**src/rtl/port_mux_pkg.sv**
```systemverilog
// Constants shared by the Port D / Port E alternate-function pin mux.
// Assumes the surrounding port logic supplies per-pin latch, direction and pull-up values.
`default_nettype none

package port_mux_pkg;
	// ==========================================================
	// Widths
	localparam int PORT_W = 8;
	localparam int MASK_W = 3;

	// ==========================================================
	// Segment port mask thresholds
	localparam logic [MASK_W-1:0] SEG_THR_D76 = 3'h1;
	localparam logic [MASK_W-1:0] SEG_THR_D54 = 3'h2;
	localparam logic [MASK_W-1:0] SEG_THR_D32 = 3'h3;
	localparam logic [MASK_W-1:0] SEG_THR_D10 = 3'h4;

	// ==========================================================
	// Pin positions
	localparam int PIN_IRQ0 = 1;
	localparam int PIN_CAPTURE = 0;
	localparam int PIN_CLKOUT = 7;
	localparam int PIN_SER_DO = 6;
	localparam int PIN_SER_DI = 5;
	localparam int PIN_SER_CK = 4;
	localparam int PIN_COMP_NEG = 3;
	localparam int PIN_USART_CK = 2;
	localparam int PIN_USART_TX = 1;

	// ==========================================================
	// Reset values of registered peripheral inputs
	localparam logic RST_BIT = 1'h0;
	localparam logic [PORT_W-1:0] RST_BYTE = 8'h00;
endpackage

`default_nettype wire

```
**src/rtl/pin_override_slice.sv**
```systemverilog
// Override merge for one port: chooses override or normal control per pin.
// Assumes all inputs are synchronous to the caller's clock; purely combinational.
`default_nettype none

module pin_override_slice #(
	parameter int W = 8
) (
	// Normal port control
	input wire logic [W-1:0] i_norm_pullup,
	input wire logic [W-1:0] i_norm_dir,
	input wire logic [W-1:0] i_norm_out,
	input wire logic [W-1:0] i_norm_gate,
	// Override controls
	input wire logic [W-1:0] i_pullup_override_enable,
	input wire logic [W-1:0] i_pullup_override_value,
	input wire logic [W-1:0] i_direction_override_enable,
	input wire logic [W-1:0] i_direction_override_value,
	input wire logic [W-1:0] i_output_override_enable,
	input wire logic [W-1:0] i_output_override_value,
	input wire logic [W-1:0] i_input_gate_override_enable,
	input wire logic [W-1:0] i_input_gate_override_value,
	// Pin level
	input wire logic [W-1:0] i_pin,
	// Pad controls and gated input
	output logic [W-1:0] o_pullup,
	output logic [W-1:0] o_dir,
	output logic [W-1:0] o_out,
	output logic [W-1:0] o_gate,
	output logic [W-1:0] o_in
);
	// ==========================================================
	// Per-pin selection
	assign o_pullup = (i_pullup_override_enable & i_pullup_override_value)
		| (~i_pullup_override_enable & i_norm_pullup);
	assign o_dir = (i_direction_override_enable & i_direction_override_value)
		| (~i_direction_override_enable & i_norm_dir);
	assign o_out = (i_output_override_enable & i_output_override_value)
		| (~i_output_override_enable & i_norm_out);
	assign o_gate = (i_input_gate_override_enable & i_input_gate_override_value)
		| (~i_input_gate_override_enable & i_norm_gate);
	assign o_in = i_pin & o_gate;
endmodule

`default_nettype wire

```
**src/rtl/port_d_e_alternate_function_mux.sv**
```systemverilog
// Alternate-function pin mux for Port D (segment driver, irq0, capture) and Port E.
// Assumes normal port control comes from the port registers and peripherals sit on i_mclk.
`default_nettype none

module port_d_e_alternate_function_mux #(
	parameter int PORT_W = port_mux_pkg::PORT_W,
	parameter int MASK_W = port_mux_pkg::MASK_W
) (
	// Clock and reset
	input wire logic i_mclk,
	input wire logic i_rst_b,
	// Segment driver and irq0 control
	input wire logic i_segment_driver_enable,
	input wire logic [MASK_W-1:0] i_segment_port_mask,
	input wire logic i_ext_irq_zero_enable,
	// Port D normal control and pins
	input wire logic [PORT_W-1:0] i_pd_latch,
	input wire logic [PORT_W-1:0] i_pd_dir,
	input wire logic [PORT_W-1:0] i_pd_pullup,
	input wire logic [PORT_W-1:0] i_pd_gate,
	input wire logic [PORT_W-1:0] i_pd_pin,
	// Port E normal control and pins
	input wire logic [PORT_W-1:0] i_pe_latch,
	input wire logic [PORT_W-1:0] i_pe_dir,
	input wire logic [PORT_W-1:0] i_pe_pullup,
	input wire logic [PORT_W-1:0] i_pe_gate,
	input wire logic [PORT_W-1:0] i_pe_pin,
	// Clock output
	input wire logic i_clock_out_fuse,
	input wire logic i_divided_clock,
	// Usart
	input wire logic i_usart_sync_mode,
	input wire logic i_usart_clock_out,
	input wire logic i_usart_tx_enable,
	input wire logic i_usart_tx_out,
	// Universal serial unit and two-wire unit
	input wire logic i_serial_three_wire,
	input wire logic i_serial_data_out,
	input wire logic i_two_wire_mode,
	input wire logic i_sda_release,
	input wire logic i_scl_hold,
	// Comparator digital input disables
	input wire logic i_comp_pos_digital_off,
	input wire logic i_comp_neg_digital_off,
	// Pin-change enables
	input wire logic i_pin_change_enable,
	input wire logic [PORT_W-1:0] i_pin_change_mask,
	// Port D pad controls
	output logic [PORT_W-1:0] o_pd_pullup,
	output logic [PORT_W-1:0] o_pd_dir,
	output logic [PORT_W-1:0] o_pd_out,
	output logic [PORT_W-1:0] o_pd_gate,
	output logic [PORT_W-1:0] o_pd_segment_sel,
	// Port E pad controls
	output logic [PORT_W-1:0] o_pe_pullup,
	output logic [PORT_W-1:0] o_pe_dir,
	output logic [PORT_W-1:0] o_pe_out,
	output logic [PORT_W-1:0] o_pe_gate,
	// Peripheral inputs
	output logic o_ext_irq_zero_input,
	output logic o_capture_trigger_input,
	output logic [PORT_W-1:0] o_pin_change_source,
	output logic o_serial_unit_data_in,
	output logic o_serial_unit_clock,
	output logic o_usart_ext_clock,
	// Comparator paths
	output logic o_comparator_pos_input,
	output logic o_comparator_neg_input
);
	// ==========================================================
	// Segment takeover decode
	function automatic logic seg_take(input logic en, input logic [MASK_W-1:0] mask,
		input logic [MASK_W-1:0] thr);
		seg_take = en & (mask > thr);
	endfunction

	wire logic seg_d76 = seg_take(i_segment_driver_enable, i_segment_port_mask,
		port_mux_pkg::SEG_THR_D76);
	wire logic seg_d54 = seg_take(i_segment_driver_enable, i_segment_port_mask,
		port_mux_pkg::SEG_THR_D54);
	wire logic seg_d32 = seg_take(i_segment_driver_enable, i_segment_port_mask,
		port_mux_pkg::SEG_THR_D32);
	wire logic seg_d10 = seg_take(i_segment_driver_enable, i_segment_port_mask,
		port_mux_pkg::SEG_THR_D10);

	wire logic [PORT_W-1:0] pd_seg = {seg_d76, seg_d76, seg_d54, seg_d54,
		seg_d32, seg_d32, seg_d10, seg_d10};

	// ==========================================================
	// Port D overrides
	wire logic pd1_gate_oe = i_segment_driver_enable | i_ext_irq_zero_enable;
	wire logic pd1_gate_ov = i_segment_driver_enable & i_ext_irq_zero_enable;

	wire logic [PORT_W-1:0] pd_gate_oe = {pd_seg[7:2], pd1_gate_oe, pd_seg[0]};
	wire logic [PORT_W-1:0] pd_gate_ov = {6'h00, pd1_gate_ov, 1'h0};
	wire logic [PORT_W-1:0] pd_zero = '0;

	// Segment lines 15..22 reach the pads through the analog path
	assign o_pd_segment_sel = pd_seg;

	// Gated Port D pins feed irq0 and capture
	wire logic [PORT_W-1:0] pd_in;

	pin_override_slice #(
		.W(PORT_W)
	) u_pd (
		.i_norm_pullup(i_pd_pullup),
		.i_norm_dir(i_pd_dir),
		.i_norm_out(i_pd_latch),
		.i_norm_gate(i_pd_gate),
		.i_pullup_override_enable(pd_seg),
		.i_pullup_override_value(pd_zero),
		.i_direction_override_enable(pd_seg),
		.i_direction_override_value(pd_zero),
		.i_output_override_enable(pd_zero),
		.i_output_override_value(pd_zero),
		.i_input_gate_override_enable(pd_gate_oe),
		.i_input_gate_override_value(pd_gate_ov),
		.i_pin(i_pd_pin),
		.o_pullup(o_pd_pullup),
		.o_dir(o_pd_dir),
		.o_out(o_pd_out),
		.o_gate(o_pd_gate),
		.o_in(pd_in)
	);

	// ==========================================================
	// Port E override terms
	wire logic [PORT_W-1:0] pc_on = i_pin_change_mask & {PORT_W{i_pin_change_enable}};

	// Clock out ignores latch and direction, and reset does not stop it
	wire logic e7_clk_on = i_clock_out_fuse;

	// Usart clock is an output only in synchronous mode with direction set
	wire logic e2_clk_drive = i_usart_sync_mode
		& i_pe_dir[port_mux_pkg::PIN_USART_CK];

	// Two-wire lines are open drain: only the direction is switched
	wire logic e5_dir = ~(i_sda_release & i_pe_latch[port_mux_pkg::PIN_SER_DI])
		& i_pe_dir[port_mux_pkg::PIN_SER_DI];
	wire logic e4_dir = ~(~i_scl_hold & i_pe_latch[port_mux_pkg::PIN_SER_CK])
		& i_pe_dir[port_mux_pkg::PIN_SER_CK];

	// Pull-up off on the two-wire data line and on the transmit pin
	wire logic [PORT_W-1:0] pe_pu_oe = {2'h0, i_two_wire_mode, 3'h0,
		i_usart_tx_enable, 1'h0};
	wire logic [PORT_W-1:0] pe_dir_oe = {e7_clk_on, 1'h0, i_two_wire_mode, i_two_wire_mode,
		2'h0, i_usart_tx_enable, 1'h0};
	wire logic [PORT_W-1:0] pe_dir_ov = {1'h1, 1'h0, e5_dir, e4_dir, 2'h0, 1'h1, 1'h0};
	// Output drivers override the latch only where a unit owns the pin
	wire logic [PORT_W-1:0] pe_out_oe = {e7_clk_on, i_serial_three_wire,
		i_two_wire_mode & i_pe_dir[port_mux_pkg::PIN_SER_DI],
		i_two_wire_mode & i_pe_dir[port_mux_pkg::PIN_SER_CK],
		1'h0, e2_clk_drive, i_usart_tx_enable, 1'h0};
	wire logic [PORT_W-1:0] pe_out_ov = {i_divided_clock, i_serial_data_out, 2'h0,
		1'h0, i_usart_clock_out, i_usart_tx_out, 1'h0};

	// Pin-change sources force the input gate open; comparator disables close it on pins that are not pin-change sources
	wire logic e3_off = i_comp_neg_digital_off & ~pc_on[port_mux_pkg::PIN_COMP_NEG];
	wire logic e2_off = i_comp_pos_digital_off & ~pc_on[port_mux_pkg::PIN_USART_CK];
	wire logic [PORT_W-1:0] pe_gate_oe = pc_on | {4'h0, i_comp_neg_digital_off,
		i_comp_pos_digital_off, 2'h0};
	wire logic [PORT_W-1:0] pe_gate_ov = ~{4'h0, e3_off, e2_off, 2'h0};
	wire logic [PORT_W-1:0] pe_zero = '0;

	// Gated Port E pins feed pin-change, serial and usart inputs
	wire logic [PORT_W-1:0] pe_in;

	pin_override_slice #(
		.W(PORT_W)
	) u_pe (
		.i_norm_pullup(i_pe_pullup),
		.i_norm_dir(i_pe_dir),
		.i_norm_out(i_pe_latch),
		.i_norm_gate(i_pe_gate),
		.i_pullup_override_enable(pe_pu_oe),
		.i_pullup_override_value(pe_zero),
		.i_direction_override_enable(pe_dir_oe),
		.i_direction_override_value(pe_dir_ov),
		.i_output_override_enable(pe_out_oe),
		.i_output_override_value(pe_out_ov),
		.i_input_gate_override_enable(pe_gate_oe),
		.i_input_gate_override_value(pe_gate_ov),
		.i_pin(i_pe_pin),
		.o_pullup(o_pe_pullup),
		.o_dir(o_pe_dir),
		.o_out(o_pe_out),
		.o_gate(o_pe_gate),
		.o_in(pe_in)
	);

	// ==========================================================
	// Comparator inputs are direct pad connections
	assign o_comparator_neg_input = i_pe_pin[port_mux_pkg::PIN_COMP_NEG];
	assign o_comparator_pos_input = i_pe_pin[port_mux_pkg::PIN_USART_CK];

	// ==========================================================
	// Registered peripheral inputs
	wire logic usart_ck_next = i_usart_sync_mode & ~i_pe_dir[port_mux_pkg::PIN_USART_CK]
		& pe_in[port_mux_pkg::PIN_USART_CK];

	// One register stage keeps peripheral inputs free of pad glitches
	always_ff @(posedge i_mclk or negedge i_rst_b) begin
		if (!i_rst_b) begin
			o_ext_irq_zero_input <= port_mux_pkg::RST_BIT;
			o_capture_trigger_input <= port_mux_pkg::RST_BIT;
			o_pin_change_source <= port_mux_pkg::RST_BYTE;
			o_serial_unit_data_in <= port_mux_pkg::RST_BIT;
			o_serial_unit_clock <= port_mux_pkg::RST_BIT;
			o_usart_ext_clock <= port_mux_pkg::RST_BIT;
		end else begin
			o_ext_irq_zero_input <= pd_in[port_mux_pkg::PIN_IRQ0];
			o_capture_trigger_input <= pd_in[port_mux_pkg::PIN_CAPTURE];
			o_pin_change_source <= pe_in;
			o_serial_unit_data_in <= pe_in[port_mux_pkg::PIN_SER_DI];
			o_serial_unit_clock <= pe_in[port_mux_pkg::PIN_SER_CK];
			o_usart_ext_clock <= usart_ck_next;
		end
	end
endmodule

`default_nettype wire

```
**config.mk**
```make
export PLATFORM = sky130hd
export DESIGN_NAME = port_d_e_alternate_function_mux
export DESIGN_NICKNAME = d
export VERILOG_FILES = /design/src/rtl/port_mux_pkg.sv /design/src/rtl/pin_override_slice.sv /design/src/rtl/port_d_e_alternate_function_mux.sv
export SDC_FILE = /design/constraint.sdc
export NUM_CORES = 1
export LEC_CHECK = 0
export BUFFER_PORTS_ARGS = -buffer_cell sky130_fd_sc_hd__buf_4
export CORE_AREA = 2 2 76 78
export DETAILED_ROUTE_END_ITERATION = 10
export DIE_AREA = 0 0 78 80
export GPL_TIMING_DRIVEN = 1
export SYNTH_ARGS = -nofsm -noshare
export SYNTH_HDL_FRONTEND = slang
export SYNTH_SLANG_ARGS = --single-unit
```
**constraint.sdc**
```tcl
create_clock -name i_mclk -period 1.1 [get_ports i_mclk]
set_clock_uncertainty 0.2 [all_clocks]
set_input_delay 0.22 -clock i_mclk [delete_from_list [all_inputs] [get_ports i_mclk]]
set_output_delay 0.22 -clock i_mclk [all_outputs]
set_load 0.01 [all_outputs]
```
==> impl_summary.md, run 1 <==
Placement
The congestion estimate from routability-driven global placement came to roughly 0.7. Input and output buffers added on the ports amount to 151. The worst setup slack before clock tree synthesis is -0.2423 ns. The half-perimeter wire length of the detailed placement result is 3311 um. After detailed placement, the total cell area comes to around 2100 um2.

Floorplanning
The initialized floorplan defines 27 standard-cell rows. The total area inside the core boundary comes to 5405 um2. The total I/O pin count is about 200.

The floorplan step set the die width to 78 um. The area enclosed by the die boundary is 6240 um2. Measured along the y axis, the die boundary spans approximately 80 um.

Once the floorplan was initialized, standard cells occupied 18.94% of the core.

Clocking
The number of buffers inserted during clock tree synthesis is 3. In this run the number of H-tree levels came out at 1. TritonCTS built the clock tree. No sink is reached through more buffers than the 2 on the longest clock path. After clock tree synthesis, the clock-pin slew on the worst setup and hold paths is 0.05 ns. The tree is rooted in a sky130_fd_sc_hd__clkbuf_8. The CTS sink count is 11.

Run
The max-capacitance violation count is 0.

Synth
The cell accounting for the most synthesized area is sky130_fd_sc_hd__dfrtp_1. The count of distinct cell types in the synthesized netlist is 26. After synthesis, the cell types taking the most area are sky130_fd_sc_hd__dfrtp_1 (27%), sky130_fd_sc_hd__buf_4 (24%), sky130_fd_sc_hd__and2_1 (14%).

The cell with the most instances after synthesis is sky130_fd_sc_hd__buf_4. The instance count of the mapped netlist is 122. The synthesized flop and latch total is 11. The share of Yosys cell area claimed by the top area cell type is 26.89%. For this run, the number of Yosys warnings is 0. Averaged over all synthesized cells, the footprint is 8.389 um2. In the synthesized netlist, the cells that appear most often are sky130_fd_sc_hd__buf_4 (33), sky130_fd_sc_hd__and2_1 (23), sky130_fd_sc_hd__dfrtp_1 (11). The count of flip-flops with a built-in enable after synthesis is 0.

After synthesis, flip-flops and latches occupy 26.89% of the total area. The most common flop cell mapped by yosys is sky130_fd_sc_hd__dfrtp_1. When the netlist entered floorplanning its net count stood at between 200 and 250. In the synthesized netlist the async set-or-reset flop fraction comes to 100.0%. The post-synthesis cell area is 1023 um2.

Timing
The count of endpoints failing hold in the final timing report is 0. The final cycle utilization of the critical path is 115.4%. The relative slew slack is between 80 and 90%. Setup repair after global routing could not meet its margin everywhere.

Timing would allow up to 787.7 MHz. The time the final worst path needs with I/O delays and setup is 1.269 ns. The final number of setup-violating endpoints is 47.

The max-slew violation count is 0. Once routing completed, OpenROAD measured the worst setup slack at -0.1695 ns. The measured slew at the worst slew-check pin is between 0.2 and 0.25 ns. Across all hold checks on the routed design, the worst slack comes to 0.008944 ns.

Min path
In this run the worst hold path is classified as in2reg. The instance count along the most critical hold path is 2.

Run status
The run finished, with violations left. The checks that failed: negative setup slack.

Worst setup path
The worst setup path is captured at an output pin. The start-to-end type of the worst setup path is in2out. The highest fanout seen on the critical path is 7.

The worst setup path is launched from an input pin. For the worst setup path, the data required time is 0.68 ns. At the worst endpoint, the arrival time is 0.85 ns.

Finish
The fraction of layout instances using a drive strength above 1 is 78.68%. The final non-filler cell area is roughly 2600 um2. The net count of the finished layout is 368. The layout-stage area growth over the synthesis result is 154.3%. The repair_antennas step left the layout with diodes totalling 0.

The final standard cell utilization of the core is 48.15%.

Global routing
The initial antenna violation count is 0. The global routing usage summed across all routing layers is 12.60%. The pin count of the biggest net entering global routing is 12. The global-route wire length before repair is slightly above 6000 um.

The number of global-route vias before repair is 1312. The remaining global-route overflow is 0.

Drt
The total number of vias is 1347. The detail-routed via count per cell is 4.082. In the detailed route, the total length drawn on met2 is approximately 2300 um. The detailed-router iteration count before antenna repair is 4.

The first routing iteration left 20 violations. Summed over all layers, the routed wires come to between 4000 and 5000 um. The met1 routed wirelength after detailed routing is 1300 um.

The number of nets with antenna violations after detailed routing is 0. In the final routed layout, each cell accounts on average for 12.87 um. The highest metal layer carrying signal wires in the routed design is met4. After detailed routing, the number of remaining DRC violations is 0. The met3 wire length is 520 um.

Power and ir drop
Summed over all cells, the static leakage comes to 0.001387 uW. The worst vdd rail ir drop is 329.5 uV. Dividing total power by cell area gives a power density of 699.9 nW/um2.
where the power goes:
part | switching [uW] | internal (uW)
sequential | 13.6 | 430
clock | 136 | 253
combinational | 336 | 653
area by class of cell:
cell class,count,area (um2)
Clock buffer,4,45.04
Inverter,4,15.01
Fill cell,515,2803
Timing Repair Buffer,166,1534
Sequential cell,11,275.3
Multi-Input combinational cell,73,643.1
Tap cell,72,90.09
routing by layer:
layer | global-route usage, % | up-vias
li1 | - | 641
met1 | 11.81 | 582
met2 | 24.14 | 108
met3 | 3.394 | 16
met4 | 7.895 | 0
met5 | 0 | -
state kept, by name (all words and copies together), names as in the netlist:
name / cells
o_pin_change_source: 8
o_capture_trigger_input: 1
o_ext_irq_zero_input: 1
o_usart_ext_clock: 1
repair_timing:
item	4_1_cts	5_1_grt
gates cloned	1	0
setup buffers	3	1
setup endpoints to repair	54	52
endpoints found under the hold margin	15	0
resized for setup	87	13
pin swaps	24	9
hold buffers	5	0
logic make-up after synthesis:
group / count (synthesis) / share of synthesized area, %
compound gates: 18 / 12.96
buf+inv: 39 / 27.26
flops: 11 / 26.89
mux: 4 / 4.401
simple gates: 50 / 28.49
cell usage in the layout, fill, tap and decap left out:
cell type / instances
sky130_fd_sc_hd__buf_4: 104
sky130_fd_sc_hd__buf_6: 48
sky130_fd_sc_hd__and2_4: 14
sky130_fd_sc_hd__dfrtp_1: 11
sky130_fd_sc_hd__and2_1: 9
sky130_fd_sc_hd__and3_4: 6
sky130_fd_sc_hd__a21o_1: 6
sky130_fd_sc_hd__nand2_1: 6
sky130_fd_sc_hd__buf_12: 5
sky130_fd_sc_hd__mux2_4: 4
sky130_fd_sc_hd__dlygate4sd3_1: 4
sky130_fd_sc_hd__buf_8: 4
sky130_fd_sc_hd__inv_1: 3
sky130_fd_sc_hd__clkbuf_8: 3
sky130_fd_sc_hd__a21oi_1: 2
sky130_fd_sc_hd__nor2b_1: 2
sky130_fd_sc_hd__nand2b_4: 2
sky130_fd_sc_hd__a21boi_1: 2
sky130_fd_sc_hd__or2_4: 2
sky130_fd_sc_hd__nand2_4: 2
sky130_fd_sc_hd__nand2_8: 1
sky130_fd_sc_hd__inv_2: 1
sky130_fd_sc_hd__o211ai_4: 1
sky130_fd_sc_hd__o21ai_4: 1
sky130_fd_sc_hd__nand3_4: 1
sky130_fd_sc_hd__and3_1: 1
sky130_fd_sc_hd__nand2b_1: 1
sky130_fd_sc_hd__a21boi_0: 1
sky130_fd_sc_hd__o21a_1: 1
sky130_fd_sc_hd__a31oi_1: 1
sky130_fd_sc_hd__nor2b_2: 1
sky130_fd_sc_hd__nand3b_1: 1
sky130_fd_sc_hd__nand2_2: 1
sky130_fd_sc_hd__o21ai_2: 1
sky130_fd_sc_hd__nand3_1: 1
sky130_fd_sc_hd__o31ai_1: 1
sky130_fd_sc_hd__a21boi_2: 1
sky130_fd_sc_hd__clkbuf_1: 1
sky130_fd_sc_hd__dlymetal6s4s_1: 1
worst max-delay path, cell delays in order:
cell	delay [ns]
sky130_fd_sc_hd__buf_8	0.11
sky130_fd_sc_hd__o211ai_4	0.24
sky130_fd_sc_hd__and2_1	0.17
sky130_fd_sc_hd__buf_4	0.11
through the flow:
| step | power, uW | TNS [ns] | cells |
|---|---|---|---|
| 6_report | 1821 | -4.391 | 330 |
| 5_1_grt | 1929 | -5.810 | 330 |
| 4_1_cts | 1815 | -4.444 | 329 |
| 3_5_place_dp | 1217 | -6.083 | 317 |
| 3_3_place_gp | 1209 | -5.887 | 317 |
| 2_1_floorplan | 808.1 | -0.05879 | 122 |
final timing paths:
| path | start | end |
|---|---|---|
| max in group asynchronous | i_rst_b | o_pin_change_source[4]$_DFF_PN0_ |
| min in group asynchronous | i_rst_b | o_pin_change_source[7]$_DFF_PN0_ |
| worst max-delay path | i_segment_port_mask[0] | o_pd_dir[0] |
| worst min-delay path | i_pe_pin[1] | o_pin_change_source[1]$_DFF_PN0_ |
Note: power is estimated with default switching activity, not from simulation.
==> run 2, diff against run 1 <==
--- a/config.mk
+++ b/config.mk
@@ -5,11 +5,12 @@
 export SDC_FILE = /design/constraint.sdc
 export NUM_CORES = 1
 export LEC_CHECK = 0
-export BUFFER_PORTS_ARGS = -buffer_cell sky130_fd_sc_hd__buf_4
+export BUFFER_PORTS_ARGS = -buffer_cell sky130_fd_sc_hd__buf_2
 export CORE_AREA = 2 2 76 78
 export DETAILED_ROUTE_END_ITERATION = 10
 export DIE_AREA = 0 0 78 80
 export GPL_TIMING_DRIVEN = 1
+export REMOVE_ABC_BUFFERS = 1
 export SYNTH_ARGS = -nofsm -noshare
 export SYNTH_HDL_FRONTEND = slang
 export SYNTH_SLANG_ARGS = --single-unit
==> run 2 against run 1 <==
Net effect:
- the run still ends with negative setup slack left
- via count up 2.5%
- wire length up 4.2%
- hold slack worse by 0.00076 ns
- critical endpoint is now o_pd_pullup[0]
==> impl_summary.md, run 2 (synthesized netlist as in run 1, its figures left out) <==
Run status
The checks that failed: negative setup slack. The flow ran to the end, but the final reports show violations.

Drt
Wire segments on met3 add up to 845 um in the final route. Dividing the detail-routed wire length by the instance count gives 13.42 um. The detailed-router iteration count before antenna repair is 3. In this run, the number of DRC markers left after iteration 0 of detailed routing was 6.

The final route contains around 1400 vias. The number of remaining DRC errors is 0. The post-detailed-routing wire length is 4427 um.

The met1 routed wirelength after detailed routing is 1401 um. Dividing the detail-routed via count by the number of cells gives 4.185. The number of nets with antenna violations after detailed routing is 0. The routed design uses 2046 um of met2 wire. After detailed routing, no signal wire sits above met5.

Timing
Setup repair after global routing could not meet its margin everywhere. The least setup slack across all paths after layout is -0.1708 ns. The relative slew slack is 84.57%. The final number of setup-violating endpoints is 47. The max-slew violation count is 0. After layout, the worst path uses 115.5% of the clock period.

The setup TNS is -4.305 ns. The maximum clock frequency is 786.9 MHz. The time the final worst path needs with I/O delays and setup is 1.271 ns. The measured slew at the worst slew-check pin is between 0.2 and 0.25 ns. The count of endpoints failing hold in the final timing report is 0. The tightest hold path in the finished design has a slack of 0.008188 ns.

Worst setup path
For this run, the slowest stage of the critical path takes 0.24 ns. Along the worst path, the maximum fanout reaches 7. The critical path in this run is classified as in2out. Following the worst setup path forward leads to its endpoint at o_pd_pullup[0]. The element type at the critical path start is an input pin. STA puts the critical path data arrival time at 0.85 ns.

The worst setup path is captured at an output pin. The launching instance or port of the critical path is i_segment_port_mask[0]. The required arrival time at the worst endpoint is a little under 0.7 ns. Traced cell by cell, the critical path runs through buf_8, o211ai_4, and2_1, buf_2.

The cell with the largest stage delay on the worst path is sky130_fd_sc_hd__o211ai_4.

Clocking
The CTS tree is done. The tree is rooted in a sky130_fd_sc_hd__clkbuf_8. The maximum buffer depth of the clock tree is 2. After clock tree synthesis, the clock-pin slew on the worst setup and hold paths is around 0.040 ns.

The CTS sink count is 11. The number of buffers inserted during clock tree synthesis is 3. The number of levels the H-tree was split into is 1.

Floorplanning
196 I/O pins were placed. The area enclosed by the die boundary is approximately 6200 um2. For this configuration, the core starts out at a cell density of about a fifth. The number of core rows is 27.

The vertical extent of the die is 80 um. The floorplan step set the die width to 78 um. The total area inside the core boundary comes to 5405 um2.

Run
Across the run, the number of max-cap violations was 0.

Power and ir drop
The worst vdd rail ir drop is 375.8 uV. The analysis attributes to net switching a power of 460.7 uW. The internal power summed over all cells is 1179 uW. Summed over all cells, the static leakage comes to 0.001252 uW. The combinational share of power is 50.2%. The total chip power is approximately 1600 uW. The register share of total power is 26.6%. Power spread over the standard cell area amounts to about 740 nW/um2. Of the total power, the clock network draws between 20% and 30%.

The net switching share of the total power is ~28%.

Global routing
The number of global-route vias before repair was ~1400. The remaining global-route overflow is 0. The initial antenna violation count is 0.

The global-route wire length before repair is 6023 um. The pin count of the biggest net entering global routing is 12. Global routing used 12.61% of the available tracks.

Finish
Leaving out fill and tap cells, the most frequent cells in the layout are sky130_fd_sc_hd__buf_2 (113), sky130_fd_sc_hd__buf_6 (33), sky130_fd_sc_hd__and2_1 (14). The final standard cell utilization of the core is 41.27%. The most common cell after layout, fill and taps aside is sky130_fd_sc_hd__buf_2. The fraction of layout instances using a drive strength above 1 is 76.74%.

The filler cells instantiated in the layout total about 530. The register with the most flip-flops in the layout has 8 of them. The sequential cell area in the final layout is 275.3 um2. The top register by number of flip-flops is o_pin_change_source.

The net count of the finished layout is 368. Summing all multi-input logic gate instances after layout gives 620.6 um2. 0 antenna diodes ended up in the layout. Relative to the synthesized area, the layout overhead comes to 118.0%.

Placement
The wire-length estimate of the detail-placed layout is 3420 um. The count of buffers added on input and output ports is 151. The weighted congestion at the end of routability-driven global placement is 0.6853.

Min path
The path class of the tightest hold or removal check is in2reg.
==> run 2: stage by stage <==
| stage | cells | cell area (um2) | setup WS [ns] |
|---|---|---|---|
| 3_3_place_gp | 316 | 1650 | -0.2922 |
| 4_1_cts | 329 | 2053 | -0.1942 |
| 2_1_floorplan | 87 | 759.5 | 0.05828 |
| 6_report | 330 | 2231 | -0.1708 |
| 3_5_place_dp | 316 | 1650 | -0.3108 |
| 5_1_grt | 330 | 2231 | -0.2118 |
==> run 2: power groups by stage <==
stage / Clock (uW) / Sequential, uW / Combinational [uW]
6_report: 380 / 436 / 823
5_1_grt: 434 / 437 / 883
4_1_cts: 401 / 436 / 725
3_5_place_dp: 0 / 442 / 569
3_3_place_gp: 0 / 442 / 563
2_1_floorplan: 0 / 458 / 202
==> run 2: worst min-delay path by stage <==
stage / cells past startpoint / start / to / slack [ns]
floorplan: 0 / i_rst_b / o_capture_trigger_input$_DFF_PN0_ / -0.28
global placement: 1 / i_rst_b / o_pin_change_source[6]$_DFF_PN0_ / -0.10
detailed placement: 1 / i_rst_b / o_pin_change_source[6]$_DFF_PN0_ / -0.10
CTS: 2 / i_pe_pin[4] / o_pin_change_source[4]$_DFF_PN0_ / 0.000004
global route: 2 / i_pe_pin[1] / o_pin_change_source[1]$_DFF_PN0_ / 0.006
finish: 2 / i_pe_pin[4] / o_pin_change_source[4]$_DFF_PN0_ / 0.008
==> run 2: layout make-up <==
class	count	share of cell area (%)
clock buffer	4	2.019
multi-input combinational	73	27.82
inverter	4	0.7852
timing repair buffer	166	53.00
sequential	11	12.34
tap	72	4.038
==> run 2: metal layers <==
layer  vias up  global-route usage [%]
met3        10                   8.937
met4         2                   4.737
met1       593                   12.02
met5         -                   5.455
met2       138                   20.69
li1        638                       -
==> run 2: worst max-delay path, delay by kind of cell <==
family          cells  cell delay (ns)
compound gates      1             0.24
simple gates        1             0.16
buf+inv             2             0.22
==> run 2: timing repair <==
item                                    in CTS  in global routing
hold endpoints to repair                    14                  0
hold buffers                                 4                  0
pin swaps                                   17                 16
gates cloned                                 1                  0
endpoints found under the setup margin      60                 53
resized for setup                           57                 34
buffers inserted                             4                  1
==> run 3, diff against run 2 <==
==> constraint.sdc (replaced) <==
create_clock -name i_mclk -period 1.1 [get_ports i_mclk]
set_clock_uncertainty 0.2 [all_clocks]
set_input_delay 0.11 -clock i_mclk [delete_from_list [all_inputs] [get_ports i_mclk]]
set_output_delay 0.11 -clock i_mclk [all_outputs]
set_load 0.01 [all_outputs]
==> run 3 against run 2 <==
Net effect:
- the run ends with negative hold slack left
- sequential share of layout area rose by 2.2 points
- worst setup slack improved by 0.20 ns
- via count decreased by 4.1%
- fmax up 18%
- first-iteration DRC count rose to 3.3 times the previous value
- final area fell by 15%
==> impl_summary.md, run 3 (synthesized netlist as in run 1, its figures left out) <==
Drt
After the first detailed-routing iteration, the DRC count stood at 20. The number of remaining DRC errors is 0. The post-detailed-routing wire length is 3999 um. The detailed-route wire length per cell is 12.08 um. For this run, the detailed router's first-pass iteration total came to 4. The total number of vias is 1325. The detail route stage leaves a number of antenna-violating nets equal to 0.

The detail-routed via count per cell is 4.003.

Worst setup path
The nature of the critical path endpoint is an output pin. The element type at the critical path start is a register. In this run the number of cells on the critical path is 1.

The buffers plus inverters on the worst setup path is 1. The kind of cell with the highest combined delay along the critical path is flip-flops. The cell with the largest stage delay on the worst path is sky130_fd_sc_hd__dfrtp_1.

The highest fanout seen on the critical path is 2. Walking the worst path, the cells encountered are buf_2. The stage delay of the slowest cell on the critical path is 0.39 ns. STA puts the critical path data required time at slightly below 0.8 ns. The critical path in this run is classified as reg2out. The data arrival time of the worst path is 0.76 ns.

Finish
The number of nets in the layout is approximately 370. The top register by number of flip-flops is o_pin_change_source. In the final layout, the share of cells above drive strength 1 is 66.02%. The layout-stage area growth over the synthesis result is 85.57%.

The library cells used most frequently in the layout, excluding fill and tap cells, are sky130_fd_sc_hd__buf_2 (144), sky130_fd_sc_hd__and2_1 (19), sky130_fd_sc_hd__dlygate4sd3_1 (15). The register with the most flip-flops in the layout has 8 of them. The final standard cell count with taps included and fillers excluded is 331. The layout has between 500 and 600 filler cells. The repair_antennas step left the layout with diodes totalling 0. The library cell used most frequently in the layout, excluding fill and tap cells, is sky130_fd_sc_hd__buf_2.

Clocking
The number of buffers inserted during clock tree synthesis is 3. The setup fix buffers added after clock tree synthesis is 0. The CTS sink count is 11. CTS built an H-tree with a depth of 1.

The post-cts hold buffer count is 17. Counting along the longest clock path gives a buffer depth of 2. Clock-pin slew was measured on the worst setup and hold paths at ~0.04 ns. TritonCTS built the clock tree. The cell at the root of the clock tree is sky130_fd_sc_hd__clkbuf_8.

Run status
The final reports fail on negative hold slack. The flow ran to the end, but the final reports show violations.

Placement
At the end of routability-driven placement, the weighted congestion stood at 0.7016. The half-perimeter wire length of the detailed placement result is between 3000 and 4000 um. The worst setup slack before clock tree synthesis is -0.04229 ns. The number of placed instances, taps included, is around 310. The number of buffer cells added on primary ports is around 150.

Power and ir drop
The power density over cell area is 765.7 nW/um2. Summed over all cells, the static leakage comes to 0.001132 uW. The worst vdd rail ir drop is 365.0 uV.

Global routing
For this run, the total global-route usage over all layers was measured as 11.60%. The number of global-route vias before repair is 1201. The remaining global-route overflow is 0. The first global-routing pass estimated 5478 um of wire. The initial antenna violation count is 0.

Entering global routing, the biggest net connects 14 pins.

Floorplanning
The area of the core is 5405 um2. The vertical extent of the die is 80 um. The die covers 6240 um2.

The die boundary width is 78 um. For this configuration, the core starts out at a cell density of 18.94%. The total I/O pin count is approximately 200. The number of core rows is 27.

Timing
The max-slew violation count is 0. The count of endpoints failing hold in the final timing report is 7. The final number of setup-violating endpoints is 0. The least setup slack across all paths after layout is 0.02625 ns. For the pin with the worst max-slew slack, the measured transition is around 0.25 ns. For this run, the top clock speed supported by timing is 931.3 MHz.

The tightest hold margin is -0.03950 ns. After layout, the worst path uses a little over nine tenths of the clock period. Subtracting the final worst setup slack from the clock period gives 1.074 ns. Setup repair after global routing could not meet its margin everywhere. In this run the tightest slew margin relative to its limit is 83.47%.

Min path
The terminating pin of the worst hold path is o_usart_ext_clock$_DFF_PN0_. The instance count along the most critical hold path is 3. The worst hold path belongs to the class in2reg. In this run the most critical hold path is launched from i_pe_dir[2].

Run
Max-cap violations in this run came to 0.
==> run 3: changes by cell type in the layout (fill, tap and decap cells not counted), moves of 4 or more <==
cell,previous run,this run
sky130_fd_sc_hd__buf_2,113,144
sky130_fd_sc_hd__buf_6,33,6
sky130_fd_sc_hd__dlygate4sd3_1,4,15
sky130_fd_sc_hd__and3_1,1,7
sky130_fd_sc_hd__and3_4,6,0
sky130_fd_sc_hd__buf_4,8,2
sky130_fd_sc_hd__and2_1,14,19
sky130_fd_sc_hd__and2_4,9,4
sky130_fd_sc_hd__buf_12,5,0
sky130_fd_sc_hd__mux2_2,0,4
sky130_fd_sc_hd__mux2_4,4,0
==> run 3: cell type report <==
cell class	count	area, um2	share of cell area, %
repair buffers	168	968.4	50.99
multi-input cells	72	505.5	26.61
flip-flops and latches	11	275.3	14.49
well taps	72	90.09	4.743
clock buffers	4	45.04	2.372
inverters	4	15.01	0.7905
==> run 3: what timing repair did <==
action / in CTS / in global routing
pin swaps: 0 / 8
endpoints found under the hold margin: 22 / 4
gates resized for setup: 0 / 21
gates cloned: 0 / 0
setup endpoints to repair: 11 / 23
==> run 3: per-stage QoR <==
step	total power, uW	util [%]	TNS (ns)	area, um2
floorplan	660.1	-	0	759.5
global placement	992.8	29.98	-0.3218	1620
detailed placement	1000	29.98	-0.3600	1620
CTS	1440	33.96	-0.3774	1836
global route	1561	35.14	-0.04411	1899
finish	1454	35.14	0	1899
==> run 3: worst max-delay path by stage <==
stage / from / end / slack, ns
6_report: o_pin_change_source[5]$_DFF_PN0_ / o_serial_unit_data_in / 0.03
5_1_grt: i_segment_port_mask[0] / o_pd_pullup[1] / -0.02
4_1_cts: i_segment_port_mask[1] / o_pd_pullup[1] / -0.04
3_5_place_dp: i_segment_port_mask[1] / o_pd_pullup[1] / -0.04
3_3_place_gp: i_segment_port_mask[1] / o_pd_dir[0] / -0.05
2_1_floorplan: i_segment_port_mask[1] / o_pd_dir[0] / 0.28
==> run 3: power breakdown <==
part / total [uW] / internal, uW / switching (uW)
Clock: 380 / 252 / 128
Sequential: 436 / 429 / 6.65
Combinational: 638 / 357 / 281
==> run 3: layer usage <==
| layer | wire length, um | vias to the layer above | GRT usage, % |
|---|---|---|---|
| met4 | 47 | 2 | 4.211 |
| li1 | - | 641 | - |
| met2 | 1747 | 133 | 18.62 |
| met5 | 37 | - | 5.455 |
| met3 | 712 | 8 | 7.353 |
| met1 | 1453 | 541 | 11.93 |
